===== config.mk =====
export PLATFORM = sky130hd
export DESIGN_NAME = tssf_clock_monitor
export DESIGN_NICKNAME = d
export VERILOG_FILES = /design/src/verilog/tssf_pkg.sv /design/src/verilog/tssf_clock_monitor.sv
export VERILOG_INCLUDE_DIRS = /design/src /design/src/verilog
export SDC_FILE = /design/constraint.sdc
export NUM_CORES = 1
export LEC_CHECK = 0
export ABC_AREA = 0
export ABC_CLOCK_PERIOD_IN_PS = 2350
export BUFFER_PORTS_ARGS = -buffer_cell sky130_fd_sc_hd__buf_2
export CORE_ASPECT_RATIO = 1.25
export CORE_MARGIN = 2
export CORE_UTILIZATION = 45
export CTS_BUF_LIST = sky130_fd_sc_hd__clkbuf_8 sky130_fd_sc_hd__clkbuf_16
export DETAILED_ROUTE_END_ITERATION = 7
export PLACE_DENSITY_LB_ADDON = 0.08
export SKIP_LAST_GASP = 1
export SLEW_MARGIN = 20
export SYNTH_ARGS = -nofsm -noshare
export SYNTH_HDL_FRONTEND = slang
export SYNTH_SLANG_ARGS = --single-unit

===== constraint.sdc =====
create_clock -name ref_clk -period 2.35 [get_ports ref_clk]
set_clock_uncertainty 0.15 [all_clocks]
set_input_delay 0.47 -clock ref_clk [delete_from_list [all_inputs] [get_ports ref_clk]]
set_output_delay 0.47 -clock ref_clk [all_outputs]
set_load 0.01 [all_outputs]

===== src/verilog/tssf_regs.svh =====
// Register indices, field positions, reset values and counts
`ifndef TSSF_REGS_SVH
`define TSSF_REGS_SVH

// ----------------------------------------------------------------
// Register indices (byte address is four times the index)
// ----------------------------------------------------------------
`define TSSF_IDX_FLAGS    8'h0C
`define TSSF_IDX_ENABLES  8'h8C
`define TSSF_IDX_OSCCTL   8'h8F
`define TSSF_IDX_TUNE     8'h90

// ----------------------------------------------------------------
// Field positions
// ----------------------------------------------------------------
`define TSSF_OSCFAIL_BIT  2
`define TSSF_FREQ_LSB     4
`define TSSF_FREQ_MSB     6
`define TSSF_STARTUP_BIT  3
`define TSSF_HFSTAB_BIT   2
`define TSSF_LFSTAB_BIT   1
`define TSSF_CLKSEL_BIT   0
`define TSSF_TUNE_MSB     4

// ----------------------------------------------------------------
// Reset values and counts
// ----------------------------------------------------------------
`define TSSF_FLAGS_RESET  8'h00
`define TSSF_EN_RESET     8'h00
`define TSSF_FREQ_RESET   3'h6
`define TSSF_TUNE_RESET   5'h00
`define TSSF_OST_COUNT    11'h400
`define TSSF_SAMPLE_BIT   5
`define TSSF_BOOT_CYCLES  2'h3
`define TSSF_RESP_OKAY    2'h0
`define TSSF_RESP_SLVERR  2'h2

`endif


===== src/verilog/tssf_pkg.sv =====
// Types shared by the start-up and fail-safe clock block
package tssf_pkg;

  // ----------------------------------------------------------------
  // Oscillator configuration modes
  // ----------------------------------------------------------------
  typedef enum logic [2:0] {
    OSC_LOW_POWER_CRYSTAL, OSC_CRYSTAL, OSC_HIGH_SPEED_CRYSTAL,
    OSC_EXTERNAL_CLOCK, OSC_RES_CAP_CLKOUT, OSC_RES_CAP_IO,
    OSC_INTERNAL_CLKOUT, OSC_INTERNAL_IO
  } tssf_osc_mode_t;

  // Internal frequency select codes, in field order
  typedef enum logic [2:0] {
    FREQ_31K, FREQ_125K, FREQ_250K, FREQ_500K,
    FREQ_1M, FREQ_2M, FREQ_4M, FREQ_8M
  } tssf_freq_t;

  // ----------------------------------------------------------------
  // Pins and configuration levels from outside the clock domain
  // ----------------------------------------------------------------
  typedef struct packed {
    logic           extClk;
    logic           intClk;
    logic           lfClk;
    logic           sleepReq;
    logic           powerupTimerDone;
    logic           hfStable;
    logic           lfStable;
    logic           switchoverEnable;
    logic           failsafeEnable;
    logic           powerupTimerEnable;
    tssf_osc_mode_t oscMode;
  } tssf_pins_t;

  // ----------------------------------------------------------------
  // AXI4-Lite channels
  // ----------------------------------------------------------------
  typedef struct packed {
    logic        awvalid;
    logic [31:0] awaddr;
    logic        wvalid;
    logic [31:0] wdata;
    logic [3:0]  wstrb;
    logic        bready;
    logic        arvalid;
    logic [31:0] araddr;
    logic        rready;
  } tssf_axi_req_t;

  typedef struct packed {
    logic        awready;
    logic        wready;
    logic        bvalid;
    logic [1:0]  bresp;
    logic        arready;
    logic        rvalid;
    logic [31:0] rdata;
    logic [1:0]  rresp;
  } tssf_axi_rsp_t;

endpackage : tssf_pkg


===== src/verilog/tssf_clock_monitor.sv =====
// Two-speed start-up and fail-safe clock monitor with its registers
//
// Function
// - Status bit is 1 on the configured source, external or internal, 0 on internal.
// - Crystal modes count 1024 external cycles before calling it stable; the code counts only in two-speed start-up.
// - Two-speed only with switchover or monitor enabled, select bit clear, crystal mode.
// - Two-speed entered after power-on, power-up timer and every wake.
// - Non-crystal external modes skip two-speed start-up entirely.
// - Run internal; expiry, internal fall, set status, hold low, switch.
// - Sleep aborts any start-up count and leaves status bit clear.
// - Monitor works only when enabled, for every external clock option.
// - On failure set flag, request interrupt if enabled, go internal.
// - Failure clears status and watchdog; select and stable bits kept.
// - Sample clock is the low-frequency oscillator divided by 64.
// - Latch: clear at sample rise, set at clock fall, still clear fails.
// - Fail-safe internal frequency follows the writable select field.
// - Fail-safe ends on reset, on sleep, or on select bit change.
// - Fail flag cannot be cleared while fail-safe remains.
// - Monitor starts after power-up timer in clock/RC modes, after the 1024 count and switch in crystal.
// - Enabling the monitor also enables two-speed start-up.
// - Two read-only bits report high and low internal oscillator stable.
// - Select bit 1 picks internal, 0 the configured mode; resets to 0.
// - Status resets 0 with two-speed crystal or monitor enabled, else 1.
// - Any reset loads the frequency select field with 110.
//
// The AXI4-Lite register port is this design's own decision.
`timescale 1ns/1ns
`include "tssf_regs.svh"

module tssf_clock_monitor
  import tssf_pkg::*;
(
  // Clock and reset
  input  wire logic          ref_clk,
  input  wire logic          rst_n,
  // Register bus
  input  wire tssf_axi_req_t axiReq,
  output tssf_axi_rsp_t      axiRsp,
  // Oscillator pins and configuration levels
  input  wire tssf_pins_t    pinsIn,
  // Clock switch controls
  output logic               clkSelExt,
  output logic               clkHoldLow,
  output tssf_freq_t         intFreqSel,
  output logic [4:0]         oscillator_tuning,
  // System side effects
  output logic               watchdogClear,
  output logic               oscFailIrq
);

  // ----------------------------------------------------------------
  // Functions
  // ----------------------------------------------------------------
  function automatic logic isCrystal(input tssf_osc_mode_t m);
    isCrystal = (m == OSC_LOW_POWER_CRYSTAL) || (m == OSC_CRYSTAL) ||
                (m == OSC_HIGH_SPEED_CRYSTAL);
  endfunction : isCrystal

  function automatic logic isExternal(input tssf_osc_mode_t m);
    isExternal = (m != OSC_INTERNAL_CLKOUT) && (m != OSC_INTERNAL_IO);
  endfunction : isExternal

  function automatic logic [7:0] regIndex(input logic [31:0] a);
    regIndex = a[9:2];
  endfunction : regIndex

  function automatic logic isMapped(input logic [31:0] a);
    logic [7:0] i;
    i = a[9:2];
    isMapped = (a[31:10] == 22'h000000) && (a[1:0] == 2'h0) &&
               ((i == `TSSF_IDX_FLAGS) || (i == `TSSF_IDX_ENABLES) ||
                (i == `TSSF_IDX_OSCCTL) || (i == `TSSF_IDX_TUNE));
  endfunction : isMapped

  // ----------------------------------------------------------------
  // Input synchronisers and edge detection
  // ----------------------------------------------------------------
  tssf_pins_t syncA_q;
  tssf_pins_t syncB_q;
  tssf_pins_t prevB_q;

  always_ff @(posedge ref_clk or negedge rst_n) begin
    if (!rst_n) begin
      syncA_q <= '0;
      syncB_q <= '0;
      prevB_q <= '0;
    end else begin
      syncA_q <= pinsIn;
      syncB_q <= syncA_q;
      prevB_q <= syncB_q;
    end
  end

  wire extRise = syncB_q.extClk & ~prevB_q.extClk;
  wire extFall = ~syncB_q.extClk & prevB_q.extClk;
  wire intFall = ~syncB_q.intClk & prevB_q.intClk;
  wire lfRise  = syncB_q.lfClk & ~prevB_q.lfClk;

  // ----------------------------------------------------------------
  // Configuration decode
  // ----------------------------------------------------------------
  wire crystalCfg  = isCrystal(syncB_q.oscMode);
  wire externalCfg = isExternal(syncB_q.oscMode);
  wire twoSpeedCfg = (syncB_q.switchoverEnable |
                      syncB_q.failsafeEnable) & crystalCfg;
  wire ostsInit    = ~(twoSpeedCfg | syncB_q.failsafeEnable);

  // ----------------------------------------------------------------
  // Registers and bus state
  // ----------------------------------------------------------------
  typedef enum logic [2:0] {
    ST_BOOT, ST_POWERUP, ST_TWO_SPEED, ST_WAIT_INT_FALL,
    ST_HOLD_LOW, ST_CONFIGURED, ST_FAILSAFE, ST_SLEEP
  } tssf_state_t;

  tssf_state_t state_q;
  tssf_state_t state_d;
  logic [1:0]  bootCnt_q;
  logic [10:0] ostCnt_q;
  logic [5:0]  lfDiv_q;
  logic        sampleClk_q;
  logic        monLatch_q;
  logic        startup_timeout_status_q;
  logic        startup_timeout_status_d;
  logic [7:0]  flags_q;
  logic [7:0]  flags_d;
  logic [7:0]  enables_q;
  logic [2:0]  freq_q;
  logic        clkSel_q;
  logic [4:0]  tune_q;
  logic        awHave_q;
  logic        wHave_q;
  logic [31:0] awAddr_q;
  logic [31:0] wData_q;
  logic [3:0]  wStrb_q;

  // ----------------------------------------------------------------
  // Bus decode
  // ----------------------------------------------------------------
  wire awTake  = axiReq.awvalid & axiRsp.awready;
  wire wTake   = axiReq.wvalid & axiRsp.wready;
  wire arTake  = axiReq.arvalid & axiRsp.arready;
  wire doWrite = awHave_q & wHave_q & ~axiRsp.bvalid;
  wire wrOk    = doWrite & isMapped(awAddr_q) & wStrb_q[0];
  wire [7:0] wrIdx = regIndex(awAddr_q);
  wire [7:0] wrByte = wData_q[7:0];
  wire wrFlags = wrOk & (wrIdx == `TSSF_IDX_FLAGS);
  wire wrEn    = wrOk & (wrIdx == `TSSF_IDX_ENABLES);
  wire wrOsc   = wrOk & (wrIdx == `TSSF_IDX_OSCCTL);
  wire wrTune  = wrOk & (wrIdx == `TSSF_IDX_TUNE);
  wire clkSelChange = wrOsc &
                      (wrByte[`TSSF_CLKSEL_BIT] != clkSel_q);
  wire clkSel_d = wrOsc ? wrByte[`TSSF_CLKSEL_BIT] : clkSel_q;

  wire [7:0] oscCtlRead = {1'b0, freq_q, startup_timeout_status_q,
                           syncB_q.hfStable, syncB_q.lfStable,
                           clkSel_q};
  wire [7:0] rdIdx = regIndex(axiReq.araddr);
  wire       rdOk  = isMapped(axiReq.araddr);
  wire [7:0] rdByte =
    !rdOk                       ? 8'h00 :
    (rdIdx == `TSSF_IDX_FLAGS)   ? flags_q :
    (rdIdx == `TSSF_IDX_ENABLES) ? enables_q :
    (rdIdx == `TSSF_IDX_OSCCTL)  ? oscCtlRead :
                                   {3'h0, tune_q};

  // ----------------------------------------------------------------
  // Fail-safe monitor
  // ----------------------------------------------------------------
  wire sampleNow  = lfDiv_q[`TSSF_SAMPLE_BIT];
  wire sampleRise = sampleNow & ~sampleClk_q;
  wire sampleFall = ~sampleNow & sampleClk_q;
  wire monitorOn  = syncB_q.failsafeEnable & externalCfg &
                    (state_q == ST_CONFIGURED) & ~clkSel_q;
  wire failDetect = monitorOn & sampleFall & ~monLatch_q;
  wire monLatch_d = extFall    ? 1'b1 :
                    sampleRise ? 1'b0 : monLatch_q;

  // ----------------------------------------------------------------
  // Start-up sequencing
  // ----------------------------------------------------------------
  wire startTwoSpeed = twoSpeedCfg & ~clkSel_q;
  wire ostDone = (ostCnt_q == `TSSF_OST_COUNT);
  wire failEnter = (state_q == ST_CONFIGURED) & (state_d == ST_FAILSAFE);

  always_comb begin
    state_d = state_q;
    startup_timeout_status_d  = startup_timeout_status_q;
    if (state_q != ST_BOOT && syncB_q.sleepReq) begin
      state_d = ST_SLEEP;
      startup_timeout_status_d  = 1'b0;
    end else begin
      unique case (state_q)
        ST_BOOT: begin
          if (bootCnt_q == `TSSF_BOOT_CYCLES) begin
            state_d = ST_POWERUP;
            startup_timeout_status_d  = ostsInit;
          end
        end
        ST_POWERUP, ST_SLEEP: begin
          if (state_q == ST_SLEEP || !syncB_q.powerupTimerEnable ||
              syncB_q.powerupTimerDone) begin
            if (startTwoSpeed) begin
              state_d = ST_TWO_SPEED;
              startup_timeout_status_d  = 1'b0;
            end else begin
              state_d = ST_CONFIGURED;
              startup_timeout_status_d  = 1'b1;
            end
          end
        end
        ST_TWO_SPEED: begin
          if (ostDone) begin
            state_d = ST_WAIT_INT_FALL;
          end
        end
        ST_WAIT_INT_FALL: begin
          if (intFall) begin
            state_d = ST_HOLD_LOW;
            startup_timeout_status_d  = 1'b1;
          end
        end
        ST_HOLD_LOW: begin
          if (extFall) begin
            state_d = ST_CONFIGURED;
          end
        end
        ST_CONFIGURED: begin
          if (failDetect) begin
            state_d = ST_FAILSAFE;
            startup_timeout_status_d  = 1'b0;
          end
        end
        ST_FAILSAFE: begin
          if (clkSelChange) begin
            state_d = ST_CONFIGURED;
            startup_timeout_status_d  = 1'b1;
          end
        end
      endcase
    end
  end

  // Fail flag: hardware set and the active fail-safe both beat a clear
  always_comb begin
    flags_d = wrFlags ? wrByte : flags_q;
    if (failEnter || state_q == ST_FAILSAFE) begin
      flags_d[`TSSF_OSCFAIL_BIT] = 1'b1;
    end
  end

  wire [7:0] enables_d = wrEn ? wrByte : enables_q;
  wire selExt_d = (state_d == ST_CONFIGURED) & ~clkSel_d &
                  externalCfg;

  // ----------------------------------------------------------------
  // Sequencer and monitor flip-flops
  // ----------------------------------------------------------------
  always_ff @(posedge ref_clk or negedge rst_n) begin
    if (!rst_n) begin
      state_q     <= ST_BOOT;
      bootCnt_q   <= 2'h0;
      startup_timeout_status_q      <= 1'b0;
      ostCnt_q    <= 11'h000;
      lfDiv_q     <= 6'h00;
      sampleClk_q <= 1'b0;
      monLatch_q  <= 1'b0;
    end else begin
      state_q     <= state_d;
      startup_timeout_status_q      <= startup_timeout_status_d;
      sampleClk_q <= sampleNow;
      monLatch_q  <= monLatch_d;
      if (state_q == ST_BOOT) begin
        bootCnt_q <= bootCnt_q + 2'h1;
      end
      if (state_d != ST_TWO_SPEED) begin
        ostCnt_q <= 11'h000;
      end else if (extRise && !ostDone) begin
        ostCnt_q <= ostCnt_q + 11'h001;
      end
      if (lfRise) begin
        lfDiv_q <= lfDiv_q + 6'h01;
      end
    end
  end

  // ----------------------------------------------------------------
  // Software registers and clock controls
  // ----------------------------------------------------------------
  always_ff @(posedge ref_clk or negedge rst_n) begin
    if (!rst_n) begin
      flags_q       <= `TSSF_FLAGS_RESET;
      enables_q     <= `TSSF_EN_RESET;
      freq_q        <= `TSSF_FREQ_RESET;
      clkSel_q      <= 1'b0;
      tune_q        <= `TSSF_TUNE_RESET;
      clkSelExt     <= 1'b0;
      clkHoldLow    <= 1'b0;
      intFreqSel    <= FREQ_4M;
      oscillator_tuning       <= `TSSF_TUNE_RESET;
      watchdogClear <= 1'b0;
      oscFailIrq    <= 1'b0;
    end else begin
      flags_q    <= flags_d;
      enables_q  <= enables_d;
      clkSel_q   <= clkSel_d;
      if (wrOsc) begin
        freq_q <= wrByte[`TSSF_FREQ_MSB:`TSSF_FREQ_LSB];
      end
      if (wrTune) begin
        tune_q <= wrByte[`TSSF_TUNE_MSB:0];
      end
      clkSelExt  <= selExt_d;
      clkHoldLow <= (state_d == ST_HOLD_LOW);
      intFreqSel <= tssf_freq_t'(wrOsc ?
                    wrByte[`TSSF_FREQ_MSB:`TSSF_FREQ_LSB] :
                    freq_q);
      oscillator_tuning    <= wrTune ? wrByte[`TSSF_TUNE_MSB:0] : tune_q;
      watchdogClear <= failEnter;
      oscFailIrq <= flags_d[`TSSF_OSCFAIL_BIT] &
                    enables_d[`TSSF_OSCFAIL_BIT];
    end
  end

  // ----------------------------------------------------------------
  // AXI4-Lite slave
  // ----------------------------------------------------------------
  wire awHave_d = (awHave_q | awTake) & ~doWrite;
  wire wHave_d  = (wHave_q | wTake) & ~doWrite;
  wire bvalid_d = doWrite | (axiRsp.bvalid & ~axiReq.bready);
  wire rvalid_d = arTake | (axiRsp.rvalid & ~axiReq.rready);

  always_ff @(posedge ref_clk or negedge rst_n) begin
    if (!rst_n) begin
      awHave_q <= 1'b0;
      wHave_q  <= 1'b0;
      awAddr_q <= 32'h00000000;
      wData_q  <= 32'h00000000;
      wStrb_q  <= 4'h0;
      axiRsp   <= '0;
    end else begin
      awHave_q <= awHave_d;
      wHave_q  <= wHave_d;
      if (awTake) begin
        awAddr_q <= axiReq.awaddr;
      end
      if (wTake) begin
        wData_q <= axiReq.wdata;
        wStrb_q <= axiReq.wstrb;
      end
      axiRsp.awready <= ~awHave_d & ~bvalid_d;
      axiRsp.wready  <= ~wHave_d & ~bvalid_d;
      axiRsp.bvalid  <= bvalid_d;
      if (doWrite) begin
        axiRsp.bresp <= isMapped(awAddr_q) ? `TSSF_RESP_OKAY :
                                             `TSSF_RESP_SLVERR;
      end
      axiRsp.arready <= ~rvalid_d;
      axiRsp.rvalid  <= rvalid_d;
      if (arTake) begin
        axiRsp.rdata <= {24'h000000, rdByte};
        axiRsp.rresp <= rdOk ? `TSSF_RESP_OKAY : `TSSF_RESP_SLVERR;
      end
    end
  end

endmodule : tssf_clock_monitor


### Yosys cells after proc, flatten, opt, wreduce, memory -nomap -nowiden

Index checks and enable logic that the tools add are counted.

* bitwise operators: 59
* add/subtract/negate cells: 3
* muxes and demuxes: 32
* equality and inequality tests: 31
* reduce and logical (&&, ||, !) cells: 32

Operators with widths (count)
* $eq 8x8->1 const B: 6
* $logic_not 22->1: 2
* $and 1x1->1: 35
* $mux 3: 11
* $mux 8: 3
* $mux 11: 2
* $eq 3x3->1 const B: 7
* $pmux 3 s7: 1
* $ne 3x3->1 const B: 6
* $not 1->1: 18
* $eq 8x4->1 const B: 2
* $add 11x1->11 const B: 1
* $eq 11x11->1 const B: 1
* $logic_or 1x1->1: 11
* $mux 1: 11
* $eq 3x2->1 const B: 3
* $logic_and 1x1->1: 7
* $mux 7: 1
* $add 6x1->6 const B: 1
* $eq 3x1->1 const B: 2
* $logic_not 3->1: 2
* $ne 3x2->1 const B: 2
* $or 1x1->1: 6
* $reduce_and 6->1: 1
* 11 further kinds: 15

* bits of input ports: 120
* flip-flop bits (word level): 143
* output and inout bits: 53
* word-level logic and storage cells: 213

### Depth between registers and ports, before layout

* depth in word-level cells: 17
* depth in mapped cells: 9
* mapped depth without buffers: 8

### Least setup slack after synthesis

No wires, ideal clock.

* path kind: register -> register
* start: register awAddr_q[11]
* end: register clkSelExt
* period minus slack after synthesis: 2.067 ns
* cell stages (with the launch flop): 7
* library setup time: 0.096 ns
* setup slack: 0.283 ns
* data arrival time: 1.821 ns
* buffers on the path: 0
* path through: dfrtp_1 nor4_2 nand2_1 nor4_4 nand3_4 o31a_2 nor4_2

* word-level cells in the longest chain between the ends: 13
* elaborated cells between the ends (all ways): 15
* classes of those cells: 1 x eq/ne; 4 x mux; 7 x bitwise; 3 x reduce/logical

Ends and longest elaborated chain
* start: declaration: line tssf_clock_monitor.sv:133 `logic [31:0] awAddr_q;`
* start signal: assignment: line tssf_clock_monitor.sv:345 `awAddr_q <= axiReq.awaddr;`
* $logic_not 22->1 (*): line tssf_clock_monitor.sv:70 `isMapped = (a[31:10] == 22'h000000) && (a[1:0] == 2'h0) &&`
* $logic_and 1x1->1 (*) (2 in a row): line tssf_clock_monitor.sv:70
* $and 1x1->1 (*) (2 in a row): line tssf_clock_monitor.sv:144 `wire wrOk = doWrite & isMapped(awAddr_q) & wStrb_q[0];`
* $and 1x1->1 (*): line tssf_clock_monitor.sv:149 `` wire wrOsc = wrOk & (wrIdx == `TSSF_IDX_OSCCTL); ``
* $and 1x1->1: line tssf_clock_monitor.sv:151 `wire clkSelChange = wrOsc &`
* $mux 3: line tssf_clock_monitor.sv:235 `if (clkSelChange) begin`
* $pmux 3 s7: line tssf_clock_monitor.sv:193 `unique case (state_q)`
* $mux 3: line tssf_clock_monitor.sv:189 `if (state_q != ST_BOOT && syncB_q.sleepReq) begin`
* $eq 3x3->1: line tssf_clock_monitor.sv:253 `wire selExt_d = (state_d == ST_CONFIGURED) & ~clkSel_d &`
* $and 1x1->1 (*) (2 in a row): line tssf_clock_monitor.sv:253
* net selExt_d: line tssf_clock_monitor.sv:253
* end signal: assignment: line tssf_clock_monitor.sv:313 `clkSelExt <= selExt_d;`
* end: declaration: line tssf_clock_monitor.sv:42 `output logic clkSelExt,`

The timed path passes the listed nets; every way through them passes the cells marked *.
A chain may end at the register's enable or synchronous reset.

### Final worst setup path

* start: register awAddr_q[17]
* end: register ostCnt_q[8]

* word-level cells in the longest chain between the ends: 12
* elaborated cells between the ends (all ways): 13
* classes of those cells: 1 x eq/ne; 4 x mux; 4 x bitwise; 4 x reduce/logical

Ends and longest elaborated chain
* $logic_not 22->1 (*): line tssf_clock_monitor.sv:70
* $logic_and 1x1->1 (*) (2 in a row): line tssf_clock_monitor.sv:70
* $and 1x1->1 (*) (2 in a row): line tssf_clock_monitor.sv:144
* $and 1x1->1 (*): line tssf_clock_monitor.sv:149
* $and 1x1->1 (*): line tssf_clock_monitor.sv:151
* $mux 3 (*): line tssf_clock_monitor.sv:235
* $pmux 3 s7 (*): line tssf_clock_monitor.sv:193
* $mux 3 (*): line tssf_clock_monitor.sv:189
* $ne 3x2->1 (*): line tssf_clock_monitor.sv:276 `if (state_d != ST_TWO_SPEED) begin`
* $mux 11 or $reduce_bool 2->1 (tied branches)
* end signal: assignment: line tssf_clock_monitor.sv:279 `ostCnt_q <= ostCnt_q + 11'h001;`
* end: declaration: line tssf_clock_monitor.sv:119 `logic [10:0] ostCnt_q;`

Mark *: on every way between the ends. The rest lies on a longest branch, timed or not.

==> metrics.md <==
| Metric | Value |
|---|---|
| Setup crit start kind | `flop` |
| Leakage | `0.00359 uW` |
| R2r setup slk | `around 0.014 ns` |
| DIE WIDTH | `between 100 and 150 um` |
| GRT met3 Usage | `approximately 5%` |
| Synth cell count leaders | `dfrtp_1, mux2_2, buf_4` |
| Worst path required time | `about 2.5 ns` |
| Row count | `47` |
| Synth warn | `0` |
| M2 GR Usage | `approximately 30%` |
| Share of cells above drive strength 1 | `between 30 and 40%` |
| Internal | `about 5400 uW` |
| Fillers | `between 1000 and 1500` |
| Vias post-DR | `4093` |
| Routability cong. | `roughly 0.75` |
| Main synth FF type | `dfrtp_1` |
| 1st-iter DRT viols | `90` |
| Worst-skew pair later-pin latency | `about 0.42 ns` |
| Synthesized area per cell | `around 13 um2` |
| Min Hold Slack | `0.0119 ns` |
| Remaining Overflow, GRT | `0` |
| First-pass GRT wire length | `~20 mm` |
| Count of cell types in the netlist | `52` |
| Placed Cells | `between 700 and 800` |
| Worst hold path type | `input port to flop` |
| Top-area cell type share of the netlist area | `57.2%` |
| CP Max Fanout | `11` |
| Launching point of the worst reg2reg path | `awAddr_q[17]$_DFFE_PN0P_` |
| Synth-to-Final Area Change | `25.5%` |
| Sequential-to-total area share from yosys stat | `around three fifths` |
| CTS tree | `done` |
| Num CTS Buffers | `17` |
| Final setup fails | `0` |
| Die height | `about 130 um` |
| Synth top area cells | `dfrtp_1, mux2_2, buf_4, mux2i_1, nor2_1` |
| Final instance area | `approximately 7600 um2` |
| Final WL | `11.9 mm` |
| R2R depth | `9` |
| Worst Hold End | `syncA_q[1]$_DFF_PN0_` |
| # DRC | `0` |
| Drt first pass iters | `4` |
| Mapped Cells | `486` |
| Final critical-path share of the clock period | `99.4%` |
| Dominant cell type by area after synthesis | `dfrtp_1` |
| CORE AREA | `between 10000 and 15000 um2` |
| Final nets | `between 700 and 800` |
| Initial Util | `45.9%` |
| Hold Path Depth | `1` |
| Yosys reg bits | `approximately 140` |
| Setup crit end kind | `flop` |
| Critical path data arrival time | `between 2 and 2.5 ns` |
| Max Cap Viol | `0` |
| Largest net degree at the start of global routing | `48` |
| Max Slew Vio Count | `0` |
| Crit Path Class | `flop to flop` |
| RSZ-0062 raised after global routing | `yes` |
| Routed Antenna Nets | `0` |
| EDFF count, synth | `0` |
| # diodes | `0` |
| Fraction of power consumed by combinational cells | `between 10% and 20%` |
| Final total power | `between 7000 and 8000 uW` |
| Most Crowded Layer GR | `met2` |
| HP Start | `pinsIn[1]` |
| Share of power burned in registers | `between 40% and 50%` |
| Grt met1 use | `a little over a fifth` |
| Antenna violations before repair | `0` |
| Asr flop ratio synth | `100%` |
| Layout Cells excl Fill | `821` |
| Most common cell in the synthesized netlist | `dfrtp_1` |
| Vias/cell | `between 4 and 5` |
| Pwr/cell area | `a little under 1000 nW/um2` |
| Switching part of the total | `roughly 28%` |
| Maximum vdd drop | `between 0.5 and 0.6 mV` |
| Vias in the first global route | `4263` |
| H-tree levels | `4` |
| CTS Buffer Depth | `2` |
| HPWL after DPL | `8.66 mm` |
| CTS root buf | `clkbuf_16` |
| All-Layer GR Usage | `between 10% and 20%` |
| Fmax | `~0.43 GHz` |
| Final Hold Viols | `0` |
| Psw | `between 2000 and 2500 uW` |
| Reg-to-reg endpoint | `ostCnt_q[8]$_DFFE_PN0P_` |
| I/O Pins | `173` |
| Crit path time final | `between 2 and 2.5 ns` |
| Die area | `~14000 um2` |
| Status | `complete, no violations` |
| Port Buffers | `around 120` |
| Num Clock Sinks | `141` |
| Clock power frac | `35.1%` |
| Clock slew at reported path FFs | `about 0.060 ns` |
| Area of the mapped netlist | `just over 6000 um2` |
| Avg WL per Cell | `between 10 and 15 um` |
| DP Area | `about 7000 um2` |
## worst max-delay path by stage
stage	depth (start not counted)	startpoint	endpoint
CTS	8	awAddr_q[17]$_DFFE_PN0P_	ostCnt_q[0]$_DFFE_PN0P_
global route	9	awAddr_q[17]$_DFFE_PN0P_	ostCnt_q[8]$_DFFE_PN0P_
floorplan	6	awAddr_q[11]$_DFFE_PN0P_	clkSelExt$_DFF_PN0_
global placement	6	awAddr_q[17]$_DFFE_PN0P_	tune_q[1]$_DFFE_PN0P_
detailed placement	6	awAddr_q[17]$_DFFE_PN0P_	tune_q[1]$_DFFE_PN0P_
finish	9	awAddr_q[17]$_DFFE_PN0P_	ostCnt_q[8]$_DFFE_PN0P_
## metrics by stage
stage                     setup slack (ns)  setup TNS (ns)  util, %
after floorplan                      0.283               0        -
final                               0.0144               0     57.6
after CTS                          0.00529               0     57.1
after detailed placement           -0.0453          -0.168     52.0
after global placement             -0.0150         -0.0574     52.0
after global routing               -0.0892           -1.13     57.6
## layer usage
layer  routed length [um]  vias to the layer above
met2                 6020                      137
met3                  743                        9
met1                 4990                     1972
met4                  125                        0
met5                    0                        -
li1                     -                     1975
## cell usage in the layout (no fill, tap or decap), types with 5 or more instances in the layout
master,netlist,routed
buf_2,4,118
dfrtp_1,139,139
mux2_2,65,65
a211oi_1,8,8
nor2b_1,11,11
a22o_1,9,9
xor2_1,10,10
nand3b_1,5,5
nor4_2,3,5
buf_4,29,21
dlygate4sd3_1,0,10
mux2i_1,10,10
xnor2_1,8,8
o21ai_0,12,12
nand2_1,21,21
nor4_1,12,9
nor2_1,26,25
and3_1,6,6
a21oi_1,14,14
inv_1,13,13
clkbuf_16,0,17
conb_1,1,26
nand3_1,12,11
nor3_1,9,8
## power by group through the flow
stage          Combinational, uW  Clock (uW)  Sequential, uW
2_1_floorplan               1080           0            3300
3_3_place_gp                1350           0            3420
3_5_place_dp                1390           0            3450
4_1_cts                     1410        2690            3420
5_1_grt                     1610        2800            3510
6_report                    1430        2630            3420
## flip-flops by register name, summed over array words and instances, names as in the netlist, 2 cells and up
| register | flops |
|---|---|
| awAddr_q | 32 |
| axiRsp | 15 |
| bootCnt_q | 2 |
| enables_q | 8 |
| flags_q | 8 |
| freq_q | 3 |
| lfDiv_q | 6 |
| oscCtlRead | 2 |
| ostCnt_q | 11 |
| prevB_q | 3 |
| state_q | 3 |
| syncA_q | 13 |
| syncB_q | 11 |
| tune_q | 5 |
| wData_q | 8 |
## logic make-up (layout without fill, tap and decap cells)
group | after synthesis | count (layout) | synth area share, %
AO/OA/AOI/OAI | 60 | 60 | 6.80
XOR/XNOR | 18 | 18 | 2.59
buffers and inverters | 56 | 195 | 5.33
other | 1 | 26 | 0.0617
multiplexers | 75 | 75 | 13.7
adder cells (fa/ha/maj) | 5 | 5 | 0.989
flip-flops | 141 | 141 | 58.1
AND/OR/NAND/NOR | 130 | 130 | 12.4
## timing repair
action                                 4_1_cts  5_1_grt
setup endpoints to repair                    4       35
buffers inserted                             0        1
endpoints found under the hold margin       48        2
hold buffers                                 8        2
pin swaps                                    0        3
resized for setup                            1        7
## critical path, stage by stage, from the launching register on
cell and delay (ns):
dfrtp_1 0.38, nor4_2 0.29, nand2_1 0.16, nor4_4 0.30, buf_4 0.18, nand3_4 0.10
buf_4 0.17, o311ai_2 0.20, buf_4 0.22, nor2_1 0.06
## final cells by class
type	instances	area [um2]	area share, %
well taps	171	214	2.81
clock buffers	19	453	5.94
clock inverters	12	139	1.82
repair buffers	151	880	11.5
flip-flops and latches	141	3530	46.3
multi-input cells	314	2360	31.0
inverters	13	48.8	0.640
(Power assumes the default switching activity.)
